`config.mk`:
```
export PLATFORM = sky130hd
export DESIGN_NAME = ppfm_port_mux
export DESIGN_NICKNAME = d
export VERILOG_FILES = /design/src/ppfm_port_mux.v /design/src/ppfm_gpio_bit.v /design/src/ppfm_strap.v
export VERILOG_INCLUDE_DIRS = /design/src
export SDC_FILE = /design/constraint.sdc
export NUM_CORES = 1
export LEC_CHECK = 0
export ABC_CLOCK_PERIOD_IN_PS = 2500
export BUFFER_PORTS_ARGS = -buffer_cell sky130_fd_sc_hd__buf_4
export CAP_MARGIN = 20
export CELL_PAD_IN_SITES_DETAIL_PLACEMENT = 2
export CELL_PAD_IN_SITES_GLOBAL_PLACEMENT = 2
export CORE_AREA = 4 4 152 154
export DETAILED_ROUTE_END_ITERATION = 6
export DIE_AREA = 0 0 156 158
export PLACE_DENSITY = 0.82
export REMOVE_ABC_BUFFERS = 1
export SLEW_MARGIN = 20
export SYNTH_ARGS = -nofsm -noshare
export SYNTH_HDL_FRONTEND = slang
export SYNTH_SLANG_ARGS = --single-unit
export TNS_END_PERCENT = 50
```
`constraint.sdc`:
```
create_clock -name clk -period 2.5 [get_ports clk]
set_input_delay 0 -clock clk [delete_from_list [all_inputs] [get_ports clk]]
set_output_delay 0 -clock clk [all_outputs]
set_load 0.02 [all_outputs]
```
`src/ppfm_defines.vh`:
```
/*
  constants for the port pin function multiplexer: pin positions, reset values.
  assumes inclusion by bare name from the design files.
*/
`ifndef PPFM_DEFINES_VH
`define PPFM_DEFINES_VH
`define PPFM_PK_CS_EMU 7
`define PPFM_PK_CS_EXT 6
`define PPFM_PK_ADDR_HI 5
`define PPFM_PM_SCL 7
`define PPFM_PM_SDA 6
`define PPFM_PM_TX2 5
`define PPFM_PM_RX2 4
`define PPFM_PM_DAC1 1
`define PPFM_PM_DAC2 0
`define PPFM_PS_SS 7
`define PPFM_PS_SCK 6
`define PPFM_PS_MOSI 5
`define PPFM_PS_MISO 4
`define PPFM_PS_TX1 3
`define PPFM_PQ_IS_HI 6
`define PPFM_PQ_IS_LO 4
`define PPFM_PQ_FLT_HI 3
`define PPFM_PP_PWM_HI 5
`define PPFM_PWM_PAIRS 3
`define PPFM_PULLUP_RST 1'b1
`define PPFM_ROM_RST 1'b0
`endif

```
`src/ppfm_port_mux.v`:
```
/*
  pin function multiplexer for ports k, ad, m, p, q and s.
  assumes peripherals give their enables, outputs and directions as levels on clk,
  and that the pads resolve out/oe/pullup into a wire outside.
*/
// How it works
// - expanded mode plus page bus: pk7 emulation select
// - pk7 level latched to rom enable on the first clock after reset release
// - pk6 drives external chip select when bus enabled
// - pk5..0 carry extended address bits 19..14
// - port k pull-ups on from reset, software clears
// - digital port ad pins feed keypad wake-up
// - two-wire enable: pm7 clock, pm6 data
// - ports m p q s tri-stated inputs from reset
// - pm5 transmit, pm4 receive per serial2 enables
// - ps3 serial1 transmit when transmitter enabled
// - pm1/pm0 handed to analog outputs when enabled
// - port p pins to pwm outputs, pairwise
// - pq6..4 active-low current status inputs
// - pq3..0 routed as fault inputs
// - spi enable: ps7 slave select, ps6 clock
// - ps5/ps4 direction follows master or slave
// - pm3 stays general-purpose only
`timescale 1ns/1ps
`include "ppfm_defines.vh"
module ppfm_port_mux #(
  parameter PK_W = 8,
  parameter PAD_W = 16,
  parameter PM_W = 8,
  parameter PP_W = 6,
  parameter PQ_W = 7,
  parameter PS_W = 8
) (
  // clock and reset
  input wire clk,
  input wire resetn,
  // mode and configuration
  input wire expanded_mode,
  input wire page_pins_bus_enable,
  input wire page_port_pullup_enable_clr,
  input wire page_port_pullup_enable_set,
  // external bus
  input wire emulation_chip_select_n,
  input wire external_chip_select_n,
  input wire [5:0] extended_address_high,
  // port k pads
  input wire [PK_W-1:0] pk_in,
  input wire [PK_W-1:0] pk_dat,
  input wire [PK_W-1:0] pk_dir,
  output wire [PK_W-1:0] pk_out,
  output wire [PK_W-1:0] pk_oe,
  output wire [PK_W-1:0] pk_pullup,
  output wire page_port_pullup_enable,
  output wire onchip_rom_enable,
  // port ad
  input wire [PAD_W-1:0] pad_in,
  input wire [PAD_W-1:0] pad_dat,
  input wire [PAD_W-1:0] pad_dir,
  input wire [PAD_W-1:0] pad_digital_en,
  output wire [PAD_W-1:0] pad_out,
  output wire [PAD_W-1:0] pad_oe,
  output reg [PAD_W-1:0] keypad_wakeup_inputs,
  output wire [PAD_W-1:0] converter_analog_inputs_sel,
  // port m
  input wire [PM_W-1:0] pm_in,
  input wire [PM_W-1:0] pm_dat,
  input wire [PM_W-1:0] pm_dir,
  output wire [PM_W-1:0] pm_out,
  output wire [PM_W-1:0] pm_oe,
  output wire [PM_W-1:0] pm_analog_sel,
  // two-wire interface
  input wire twi_enable,
  input wire twi_scl_drive_low,
  input wire twi_sda_drive_low,
  output reg twi_scl_in,
  output reg twi_sda_in,
  // serial channels
  input wire serial2_tx_enable,
  input wire serial2_rx_enable,
  input wire serial2_transmit,
  output reg serial2_receive,
  input wire serial1_tx_enable,
  input wire serial1_transmit,
  // analog outputs
  input wire analog_out_one_enable,
  input wire analog_out_two_enable,
  // fault-protected pwm
  input wire fault_protected_pwm_module_enable,
  input wire [`PPFM_PWM_PAIRS-1:0] pwm_pair_enable,
  input wire [PP_W-1:0] protected_pwm_outputs,
  input wire current_status_enable,
  input wire [3:0] fault_input_enable,
  output reg [2:0] current_status_inputs_n,
  output reg [3:0] fault_inputs,
  // port p and q
  input wire [PP_W-1:0] pp_in,
  input wire [PP_W-1:0] pp_dat,
  input wire [PP_W-1:0] pp_dir,
  output wire [PP_W-1:0] pp_out,
  output wire [PP_W-1:0] pp_oe,
  input wire [PQ_W-1:0] pq_in,
  input wire [PQ_W-1:0] pq_dat,
  input wire [PQ_W-1:0] pq_dir,
  output wire [PQ_W-1:0] pq_out,
  output wire [PQ_W-1:0] pq_oe,
  // spi and port s
  input wire spi_enable,
  input wire spi_master,
  input wire spi_ss_out_en,
  input wire spi_ss_out,
  input wire spi_sck_out,
  input wire spi_mosi_out,
  input wire spi_miso_out,
  output reg spi_ss_in_n,
  output reg spi_sck_in,
  output reg spi_mosi_in,
  output reg spi_miso_in,
  input wire [PS_W-1:0] ps_in,
  input wire [PS_W-1:0] ps_dat,
  input wire [PS_W-1:0] ps_dir,
  output wire [PS_W-1:0] ps_out,
  output wire [PS_W-1:0] ps_oe
);
  // ===========================================
  // mode decode and port k configuration
  wire bus_pins = expanded_mode & page_pins_bus_enable;
  reg pullup_r;
  reg pullup_nxt;

  always @* begin
    pullup_nxt = pullup_r;
    if (page_port_pullup_enable_set) begin
      pullup_nxt = 1'b1;
    end
    if (page_port_pullup_enable_clr) begin
      pullup_nxt = 1'b0;
    end
  end

  always @(posedge clk or negedge resetn) begin
    if (!resetn) begin
      pullup_r <= `PPFM_PULLUP_RST;
    end else begin
      pullup_r <= pullup_nxt;
    end
  end
  assign page_port_pullup_enable = pullup_r;
  // pull-ups shown during reset too, without waiting for a clock
  assign pk_pullup = {PK_W{pullup_r | ~resetn}};

  // rom enable follows pk7 strap; only meaningful in expanded modes
  ppfm_strap u_rom_strap (
    .clk(clk),
    .resetn(resetn),
    .strap_in(pk_in[`PPFM_PK_CS_EMU]),
    .strap_q(onchip_rom_enable)
  );

  // ===========================================
  // per-pin select vectors
  wire [PK_W-1:0] pk_sel;
  wire [PK_W-1:0] pk_aout;
  wire [PM_W-1:0] pm_sel;
  wire [PM_W-1:0] pm_aoe;
  wire [PM_W-1:0] pm_aout;
  wire [PP_W-1:0] pp_sel;
  wire [PQ_W-1:0] pq_sel;
  wire [PS_W-1:0] ps_sel;
  wire [PS_W-1:0] ps_aoe;
  wire [PS_W-1:0] ps_aout;

  assign pk_sel = {PK_W{bus_pins}};
  assign pk_aout = {emulation_chip_select_n, external_chip_select_n, extended_address_high};

  // open-drain two-wire pins: enable only while pulling low
  assign pm_sel = {twi_enable, twi_enable, serial2_tx_enable, serial2_rx_enable, 1'b0, 1'b0,
    analog_out_one_enable, analog_out_two_enable};
  assign pm_aoe = {twi_scl_drive_low, twi_sda_drive_low, 1'b1, 1'b0, 1'b0, 1'b0, 1'b0, 1'b0};
  assign pm_aout = {1'b0, 1'b0, serial2_transmit, 5'h00};
  // analog pins have the digital driver off; the analog path takes the pad
  assign pm_analog_sel = {6'h00, analog_out_one_enable, analog_out_two_enable};

  // pwm pins granted pair by pair, or all at once when every pair bit is set
  genvar g;
  generate
    for (g = 0; g < PP_W; g = g + 1) begin : g_pwm
      assign pp_sel[g] = fault_protected_pwm_module_enable & pwm_pair_enable[g / 2];
    end
  endgenerate

  // port q status and fault pins are inputs only while owned by the pwm
  assign pq_sel = {{3{fault_protected_pwm_module_enable & current_status_enable}},
    fault_input_enable & {4{fault_protected_pwm_module_enable}}};

  assign ps_sel = {spi_enable, spi_enable, spi_enable, spi_enable, serial1_tx_enable, 3'h0};
  assign ps_aoe = {spi_master & spi_ss_out_en, spi_master, spi_master, ~spi_master, 1'b1, 3'h0};
  assign ps_aout = {spi_ss_out, spi_sck_out, spi_mosi_out, spi_miso_out, serial1_transmit, 3'h0};

  // ===========================================
  // pad slices; direction registers reset to input outside, so pins float from reset
  generate
    for (g = 0; g < PK_W; g = g + 1) begin : g_pk
      ppfm_gpio_bit u_bit (
        .alt_sel(pk_sel[g] & resetn),
        .alt_oe(1'b1),
        .alt_out(pk_aout[g]),
        .gp_dir(pk_dir[g] & resetn),
        .gp_out(pk_dat[g]),
        .pad_out(pk_out[g]),
        .pad_oe(pk_oe[g])
      );
    end
    for (g = 0; g < PAD_W; g = g + 1) begin : g_pad
      ppfm_gpio_bit u_bit (
        .alt_sel(~pad_digital_en[g]),
        .alt_oe(1'b0),
        .alt_out(1'b0),
        .gp_dir(pad_dir[g] & resetn),
        .gp_out(pad_dat[g]),
        .pad_out(pad_out[g]),
        .pad_oe(pad_oe[g])
      );
    end
    for (g = 0; g < PM_W; g = g + 1) begin : g_pm
      ppfm_gpio_bit u_bit (
        .alt_sel(pm_sel[g] & resetn),
        .alt_oe(pm_aoe[g]),
        .alt_out(pm_aout[g]),
        .gp_dir(pm_dir[g] & resetn),
        .gp_out(pm_dat[g]),
        .pad_out(pm_out[g]),
        .pad_oe(pm_oe[g])
      );
    end
    for (g = 0; g < PP_W; g = g + 1) begin : g_pp
      ppfm_gpio_bit u_bit (
        .alt_sel(pp_sel[g] & resetn),
        .alt_oe(1'b1),
        .alt_out(protected_pwm_outputs[g]),
        .gp_dir(pp_dir[g] & resetn),
        .gp_out(pp_dat[g]),
        .pad_out(pp_out[g]),
        .pad_oe(pp_oe[g])
      );
    end
    for (g = 0; g < PQ_W; g = g + 1) begin : g_pq
      ppfm_gpio_bit u_bit (
        .alt_sel(pq_sel[g] & resetn),
        .alt_oe(1'b0),
        .alt_out(1'b0),
        .gp_dir(pq_dir[g] & resetn),
        .gp_out(pq_dat[g]),
        .pad_out(pq_out[g]),
        .pad_oe(pq_oe[g])
      );
    end
    for (g = 0; g < PS_W; g = g + 1) begin : g_ps
      ppfm_gpio_bit u_bit (
        .alt_sel(ps_sel[g] & resetn),
        .alt_oe(ps_aoe[g]),
        .alt_out(ps_aout[g]),
        .gp_dir(ps_dir[g] & resetn),
        .gp_out(ps_dat[g]),
        .pad_out(ps_out[g]),
        .pad_oe(ps_oe[g])
      );
    end
  endgenerate

  assign converter_analog_inputs_sel = ~pad_digital_en;

  // ===========================================
  // registered input routing to peripherals; idle values when not owned
  always @(posedge clk or negedge resetn) begin
    if (!resetn) begin
      keypad_wakeup_inputs <= {PAD_W{1'b0}};
      twi_scl_in <= 1'b1;
      twi_sda_in <= 1'b1;
      serial2_receive <= 1'b1;
      current_status_inputs_n <= 3'h7;
      fault_inputs <= 4'h0;
      spi_ss_in_n <= 1'b1;
      spi_sck_in <= 1'b0;
      spi_mosi_in <= 1'b0;
      spi_miso_in <= 1'b0;
    end else begin
      keypad_wakeup_inputs <= pad_in & pad_digital_en;
      twi_scl_in <= twi_enable ? pm_in[`PPFM_PM_SCL] : 1'b1;
      twi_sda_in <= twi_enable ? pm_in[`PPFM_PM_SDA] : 1'b1;
      serial2_receive <= serial2_rx_enable ? pm_in[`PPFM_PM_RX2] : 1'b1;
      current_status_inputs_n <= pq_sel[`PPFM_PQ_IS_LO] ?
        pq_in[`PPFM_PQ_IS_HI:`PPFM_PQ_IS_LO] : 3'h7;
      fault_inputs <= pq_in[`PPFM_PQ_FLT_HI:0] & pq_sel[`PPFM_PQ_FLT_HI:0];
      spi_ss_in_n <= spi_enable ? ps_in[`PPFM_PS_SS] : 1'b1;
      spi_sck_in <= spi_enable & ps_in[`PPFM_PS_SCK];
      spi_mosi_in <= spi_enable & ~spi_master & ps_in[`PPFM_PS_MOSI];
      spi_miso_in <= spi_enable & spi_master & ps_in[`PPFM_PS_MISO];
    end
  end
endmodule

```
`src/ppfm_gpio_bit.v`:
```
/*
  one pin slice: chooses between peripheral and port-register control.
  assumes the peripheral select is already decoded by the parent.
*/
`timescale 1ns/1ps
module ppfm_gpio_bit (
  // select
  input wire alt_sel,
  input wire alt_oe,
  input wire alt_out,
  // port registers
  input wire gp_dir,
  input wire gp_out,
  // pad
  output wire pad_out,
  output wire pad_oe
);
  assign pad_oe = alt_sel ? alt_oe : gp_dir;
  assign pad_out = alt_sel ? alt_out : gp_out;
endmodule

```
`src/ppfm_strap.v`:
```
/*
  catches a strap pin on the first clock after reset release.
  assumes the pin is synchronous to clk and held steady across the release.
*/
`timescale 1ns/1ps
`include "ppfm_defines.vh"
module ppfm_strap (
  // clock and reset
  input wire clk,
  input wire resetn,
  // strap
  input wire strap_in,
  output reg strap_q
);
  reg done_r;
  // async reset loads constants only; the pin is sampled on the first edge after release
  always @(posedge clk or negedge resetn) begin
    if (!resetn) begin
      done_r <= 1'b0;
      strap_q <= `PPFM_ROM_RST;
    end else if (!done_r) begin
      done_r <= 1'b1;
      strap_q <= strap_in;
    end
  end
endmodule

```
==> results of run 1 <==
==> placed cells by master, fill, tap and decap left out, drive strengths merged, types with 7 or more instances in the layout <==
master,n
buf,355
inv,17
mux2,21
and3,24
and2,46
nand2,12
o21a,16
nand2b,10
conb,7
dfstp,8
dlygate4sd3,55
a21boi,13
dfrtp,25
==> how the worst min path moves through the flow <==
stage / start / to / slack [ns] / cells past startpoint
after floorplan: resetn / fault_inputs[0]$_DFF_PN0_ / -0.30 / 0
after global placement: resetn / keypad_wakeup_inputs[8]$_DFF_PN0_ / -0.08 / 1
after detailed placement: resetn / keypad_wakeup_inputs[8]$_DFF_PN0_ / -0.07 / 1
after CTS: pm_dat[2] / pm_out[2] / 0.0002 / 0
after global routing: ps_dat[2] / ps_out[2] / 0.0001 / 0
final: pm_dat[2] / pm_out[2] / 0.0001 / 0
==> power groups by stage <==
stage / combinational [uW] / clock [uW] / sequential (uW)
after floorplan: 287 / 0 / 617
after global placement: 858 / 0 / 583
after detailed placement: 875 / 0 / 585
after CTS: 946 / 669 / 575
after global routing: 1000 / 689 / 577
final: 936 / 620 / 575
==> final cells by class <==
class                   count  area [um2]  share of cell area [%]
clock inverters             2        10.0                   0.173
repair buffers            410        3230                    55.7
inverters                  17        63.8                    1.10
multi-input cells         172        1170                    20.3
clock buffers               6         129                    2.23
flip-flops and latches     33         836                    14.4
well taps                 280         350                    6.05
==> per-stage QoR <==
stage	hold WS [ns]	area (um2)	setup slack [ns]	instances
after floorplan	-0.296	2070	0.706	222
after global placement	-0.0774	5100	1.32	857
after detailed placement	-0.0681	5100	1.27	857
after CTS	0.000210	5790	0.715	920
after global routing	0.000134	5790	0.623	920
final	0.000142	5790	0.750	920
==> repair_timing <==
action | in CTS | in global routing
resized for setup | 0 | 0
setup endpoints to repair | 0 | 0
hold buffers | 55 | 0
hold endpoints to repair | 59 | 0
==> registers in the layout (all words and copies together) (netlist names) <==
name / count
twi_sda_in: 1
u_rom_strap.strap_q: 1
twi_scl_in: 1
keypad_wakeup_inputs: 16
u_rom_strap.done_r: 1
spi_mosi_in: 1
spi_ss_in_n: 1
page_port_pullup_enable: 1
current_status_inputs_n: 3
spi_sck_in: 1
fault_inputs: 4
spi_miso_in: 1
serial2_receive: 1
==> synth_stat cells, drive strengths merged <==
library cell | number | area share [%]
nand2 | 12 | 1.7
clkbuf | 6 | 0.79
inv | 17 | 2.1
nand3 | 6 | 1.7
nor2 | 6 | 0.75
and3 | 24 | 5.0
buf | 125 | 31
dfstp | 8 | 7.0
and2 | 46 | 9.5
mux2i | 2 | 0.66
o21a | 16 | 4.0
or2 | 3 | 0.62
dfrtp | 25 | 21
nand2b | 10 | 2.1
conb | 2 | 0.25
nor2b | 2 | 0.41
a21oi | 4 | 0.66
a21boi | 13 | 3.2
mux2 | 21 | 7.8
==> cells by family (layout without fill, tap and decap cells) <==
logic type	count (synthesis)	count (layout)	share of synthesized area [%]
and+or+nand+nor	109	109	21.7
other	2	7	0.249
DFF	33	33	27.7
buffers and inverters	148	435	34.0
muxes	23	23	8.50
AOI/OAI and AO/OA	33	33	7.88
==> metal layers <==
metal / routed length (um) / share of wire, %
met5: 0 / 0
met1: 5030 / 33
met4: 135 / 0.89
met3: 1660 / 11
met2: 8390 / 55
==> worst max-delay path: stages <==
cell and delay (ns):
dlygate4sd3_1 0.53, buf_4 0.32, buf_4 0.29, nand2_2 0.12
mux2_2 0.30, buf_4 0.16
==> impl_metrics.yaml, run 1 <==
die:
  start_util_pct: 13.9
  rows: 54
  dieArea_mm2: 0.0246
  die_h_um: 158
  pin_count: 391
  core-area_mm2: 0.0217
  die_x_um: 156
cts:
  cts_max_level: 2
  cts_max_path_buffers: 2
  cts_made_buffers: 5
  clkLatencyLatePin_ns: 0.28
  root_buffer: "clkbuf_16"
  cts_tree: "yes"
  postCtsSetupBuffers: 0
  cts_num_sinks: 33
drt:
  viasPerCell: 3.67
  vias: 3377
  drt_iter0_markers: 46
  drc: 0
  dr.pass1.iters: 2
  routed_wl_mm: 15.2
  wl_per_cell_um: 16.5
  final_antenna_net_count: 0
placed_design:
  place.gp.congestion: 0.718
  hpwl_mm: 12.4
  io_buffer_count: 352
setup_path:
  worstPathMaxFanout: 23
  crit_path_start_kind: "input port"
  ff2ff_setup_slack_ns: 1.24
  crit_end: "ps_out[4]"
  required_ns: 2.50
  worstSetupPathType: "in -> out"
  worst-endpoint-arrival_ns: 1.75
  r2r-start: "page_port_pullup_enable$_DFFE_PN1P_"
  worst_setup_path_end_kind: "output pin"
  r2r_cells: 3
  r2r-end: "page_port_pullup_enable$_DFFE_PN1P_"
  cp-startpoint: "resetn"
synth:
  syn_area_per_cell_um2: 8.67
  ys_ff_latch: 33
  syn-cell-area_mm2: 0.00302
  ys_seq_area_share_pct: 27.7
  yosysUniqueCellTypes: 25
  netlist_instances: 348
  ys_warn_count: 0
global_route:
  met3_usage_pct: 3.34
  grt_max_degree: 49
  use_met2_pct: 22.5
  grt_pass1_wl_mm: 21.5
  busiest_layer: "met2"
  antenna_found_initial: 1
  grt.total_usage_pct: 11.3
  grt_pass1_vias: 3821
  gr-usage-met1_pct: 11.4
  grt-ovfl-total: 0
power:
  leakage_uw: 0.00310
  p_total_uw: 2130
  p_clk_share_pct: 29.1
  p_int_uw: 1440
  combPwrFrac_pct: 43.9
  switching_share_pct: 32.6
  p_per_area_mw_per_mm2: 368
  power.switching_uw: 695
  ir_drop_v: 0.000201
  p_seq_share_pct: 27.0
cells_and_area:
  synthToLayoutAreaGrowth_pct: 92.0
  diodes: 0
  layout.nets: 860
  drive_gt1_share_pct: 61.4
  fillers: 2492
  post-route-util_pct: 26.7
run_status:
  status: "completed"
sta:
  rsz0062_at_grt: "no"
  fin_setup_tns_ns: 0
  setup_viol: 0
  fin_crit_sh_pct: 70.0
  period_needed_ns: 1.75
  drv_slew: 0
  max_freq_mhz: 571
  fin_worst_skew_ns: 0.000106
  hold_viol: 0
min_path:
  hold_class: "in -> out"
flow_run:
  cap_violations: 0
(Power assumes the default switching activity.)
==> run 2, diff against run 1 <==
ABC_CLOCK_PERIOD_IN_PS = 1700   (was 2500)
CORE_AREA = not set   (was 4 4 152 154)
CORE_MARGIN = 4   (was not set)
CORE_UTILIZATION = 14   (was not set)
DIE_AREA = not set   (was 0 0 156 158)
clock period = 1.7 ns   (was 2.5 ns; I/O delays follow)
==> run 2 against run 1 <==
The flow now finishes with violations (hold timing). Routed wire length is 5.6% higher. Cell count is 0.11% higher. Power increased by 56%. Worst hold slack worse by 0.027 ns. Die area decreased by 2.8%. Via count is 1.9% higher. Critical path depth shrank 1. Clock power up 74%. First-iteration DRC count up 76%. Sequential power increased by 47%. Cell area up 1.6%.
==> impl_metrics.yaml, run 2 (synthesis gave the netlist of run 1 again) <==
setup_path:
  worstSetupPathType: "in -> out"
  crit_path_start_kind: "input port"
  ff2ff_setup_slack_ns: 0.41
  r2r_cells: 3
  r2r-end: "page_port_pullup_enable$_DFFE_PN1P_"
  r2r-start: "page_port_pullup_enable$_DFFE_PN1P_"
  required_ns: 1.70
  worst_setup_path_end_kind: "output pin"
  worst-endpoint-arrival_ns: 1.56
  worstPathMaxFanout: 25
cells_and_area:
  synthToLayoutAreaGrowth_pct: 95.0
  final_cells: 921
  top_register: "keypad_wakeup_inputs"
  largest_reg_flops: 16
  drive_gt1_share_pct: 61.5
  final_area_mm2: 0.00588
  fillers: 2426
  largest_registers: "keypad_wakeup_inputs (16), fault_inputs (4), current_status_inputs_n (3)"
  multi_input_area_mm2: 0.00117
  diodes: 0
  layout.nets: 866
  final-seq-area_um2: 836
  final_common_cell: "buf_4"
  mostFrequentLayoutCells: "buf_4, dlygate4sd3_1, and2_1"
run_status:
  status: "finished with violations"
  violations: "hold timing"
sta:
  fin_crit_sh_pct: 92.0
  setup_viol: 0
  hold_viol: 5
  period_needed_ns: 1.56
  rsz0062_at_grt: "no"
  fin_worst_skew_ns: 0.00390
  drv_slew: 0
  hold_ws_ns: -0.0270
  max_freq_mhz: 639
  finalWorstSetupSlack_ns: 0.135
cts:
  root_buffer: "clkbuf_16"
  ctsResizeCount: 0
  cts_max_path_buffers: 2
  cts.clk_slew.worst_paths_ns: 0.06
  clkLatencyLatePin_ns: 0.29
  cts_max_level: 2
  cts_num_sinks: 33
  cts_made_buffers: 5
  cts_tree: "yes"
drt:
  viasPerCell: 3.74
  wl_per_cell_um: 17.4
  routed_wl_mm: 16.1
  final_antenna_net_count: 0
  drt_iter0_markers: 81
  vias: 3442
  drc: 0
  dr.pass1.iters: 4
die:
  pin_count: 391
  die_x_um: 155
  dieArea_mm2: 0.0240
  start_util_pct: 14.3
  die_h_um: 155
  core-area_mm2: 0.0211
  rows: 53
placed_design:
  dp_cells: 855
  hpwl_mm: 12.8
  io_buffer_count: 352
  place.gp.congestion: 0.721
  placed_area_mm2: 0.00513
  pre_cts_slack_ns: 0.544
global_route:
  grt-ovfl-total: 0
  grt_max_degree: 29
  grt_pass1_wl_mm: 23.2
  antenna_found_initial: 0
  grt.total_usage_pct: 12.7
  grt_pass1_vias: 4058
power:
  p_per_area_mw_per_mm2: 565
  ir_drop_v: 0.000259
  leakage_uw: 0.00314
flow_run:
  cap_violations: 0
min_path:
  hold_class: "in -> async"
[run 2: power breakdown]
| part | internal [uW] | switching [uW] |
|---|---|---|
| combinational | 753 | 650 |
| sequential | 831 | 13.5 |
| clock | 694 | 385 |
[run 2: critical path: stages]
cell	delay [ns]
buf_4	0.32
dlygate4sd3_1	0.71
buf_4	0.21
and3_1	0.17
buf_4	0.15
[run 2: through the flow]
stage / utilization (%) / total power [uW] / TNS (ns) / hold slack (ns)
5_1_grt: 27.9 / 3530 / 0 / 0.000134
3_3_place_gp: 24.3 / 2140 / 0 / 0.000210
2_1_floorplan: - / 1330 / -0.753 / -0.296
6_report: 27.9 / 3330 / 0 / -0.0270
3_5_place_dp: 24.3 / 2160 / 0 / 0.000210
4_1_cts: 27.9 / 3390 / 0 / 0.000210
[run 2: cell type report]
type	count	area share, %
Clock buffer	5	2.13
Clock inverter	3	0.787
Inverter	17	1.08
Multi-Input combinational cell	172	20.0
Sequential cell	33	14.2
Tap cell	275	5.85
Timing Repair Buffer	416	56.0
[run 2: timing repair]
action / 4_1_cts / 5_1_grt
hold buffers: 58 / 0
endpoints found under the hold margin: 36 / 0
setup buffers: 0 / 0
[run 2: worst max path at each step]
| stage | cells past startpoint | startpoint | endpoint | slack, ns |
|---|---|---|---|---|
| 3_5_place_dp | 4 | resetn | pk_out[2] | 0.54 |
| 3_3_place_gp | 4 | resetn | pk_out[7] | 0.58 |
| 6_report | 5 | resetn | pad_oe[5] | 0.14 |
| 2_1_floorplan | 1 | page_port_pullup_enable$_DFFE_PN1P_ | pk_pullup[0] | -0.09 |
| 4_1_cts | 5 | resetn | pq_oe[5] | 0.06 |
| 5_1_grt | 5 | resetn | pq_oe[5] | 0.03 |
[run 2: metal layers]
metal / vias up / global-route usage [%] / wire length [um]
met5: - / 0 / 0
met4: 0 / 2.90 / 239
met3: 13 / 5.01 / 1800
met2: 244 / 25.1 / 8710
met1: 1611 / 12.4 / 5310
li1: 1574 / - / -
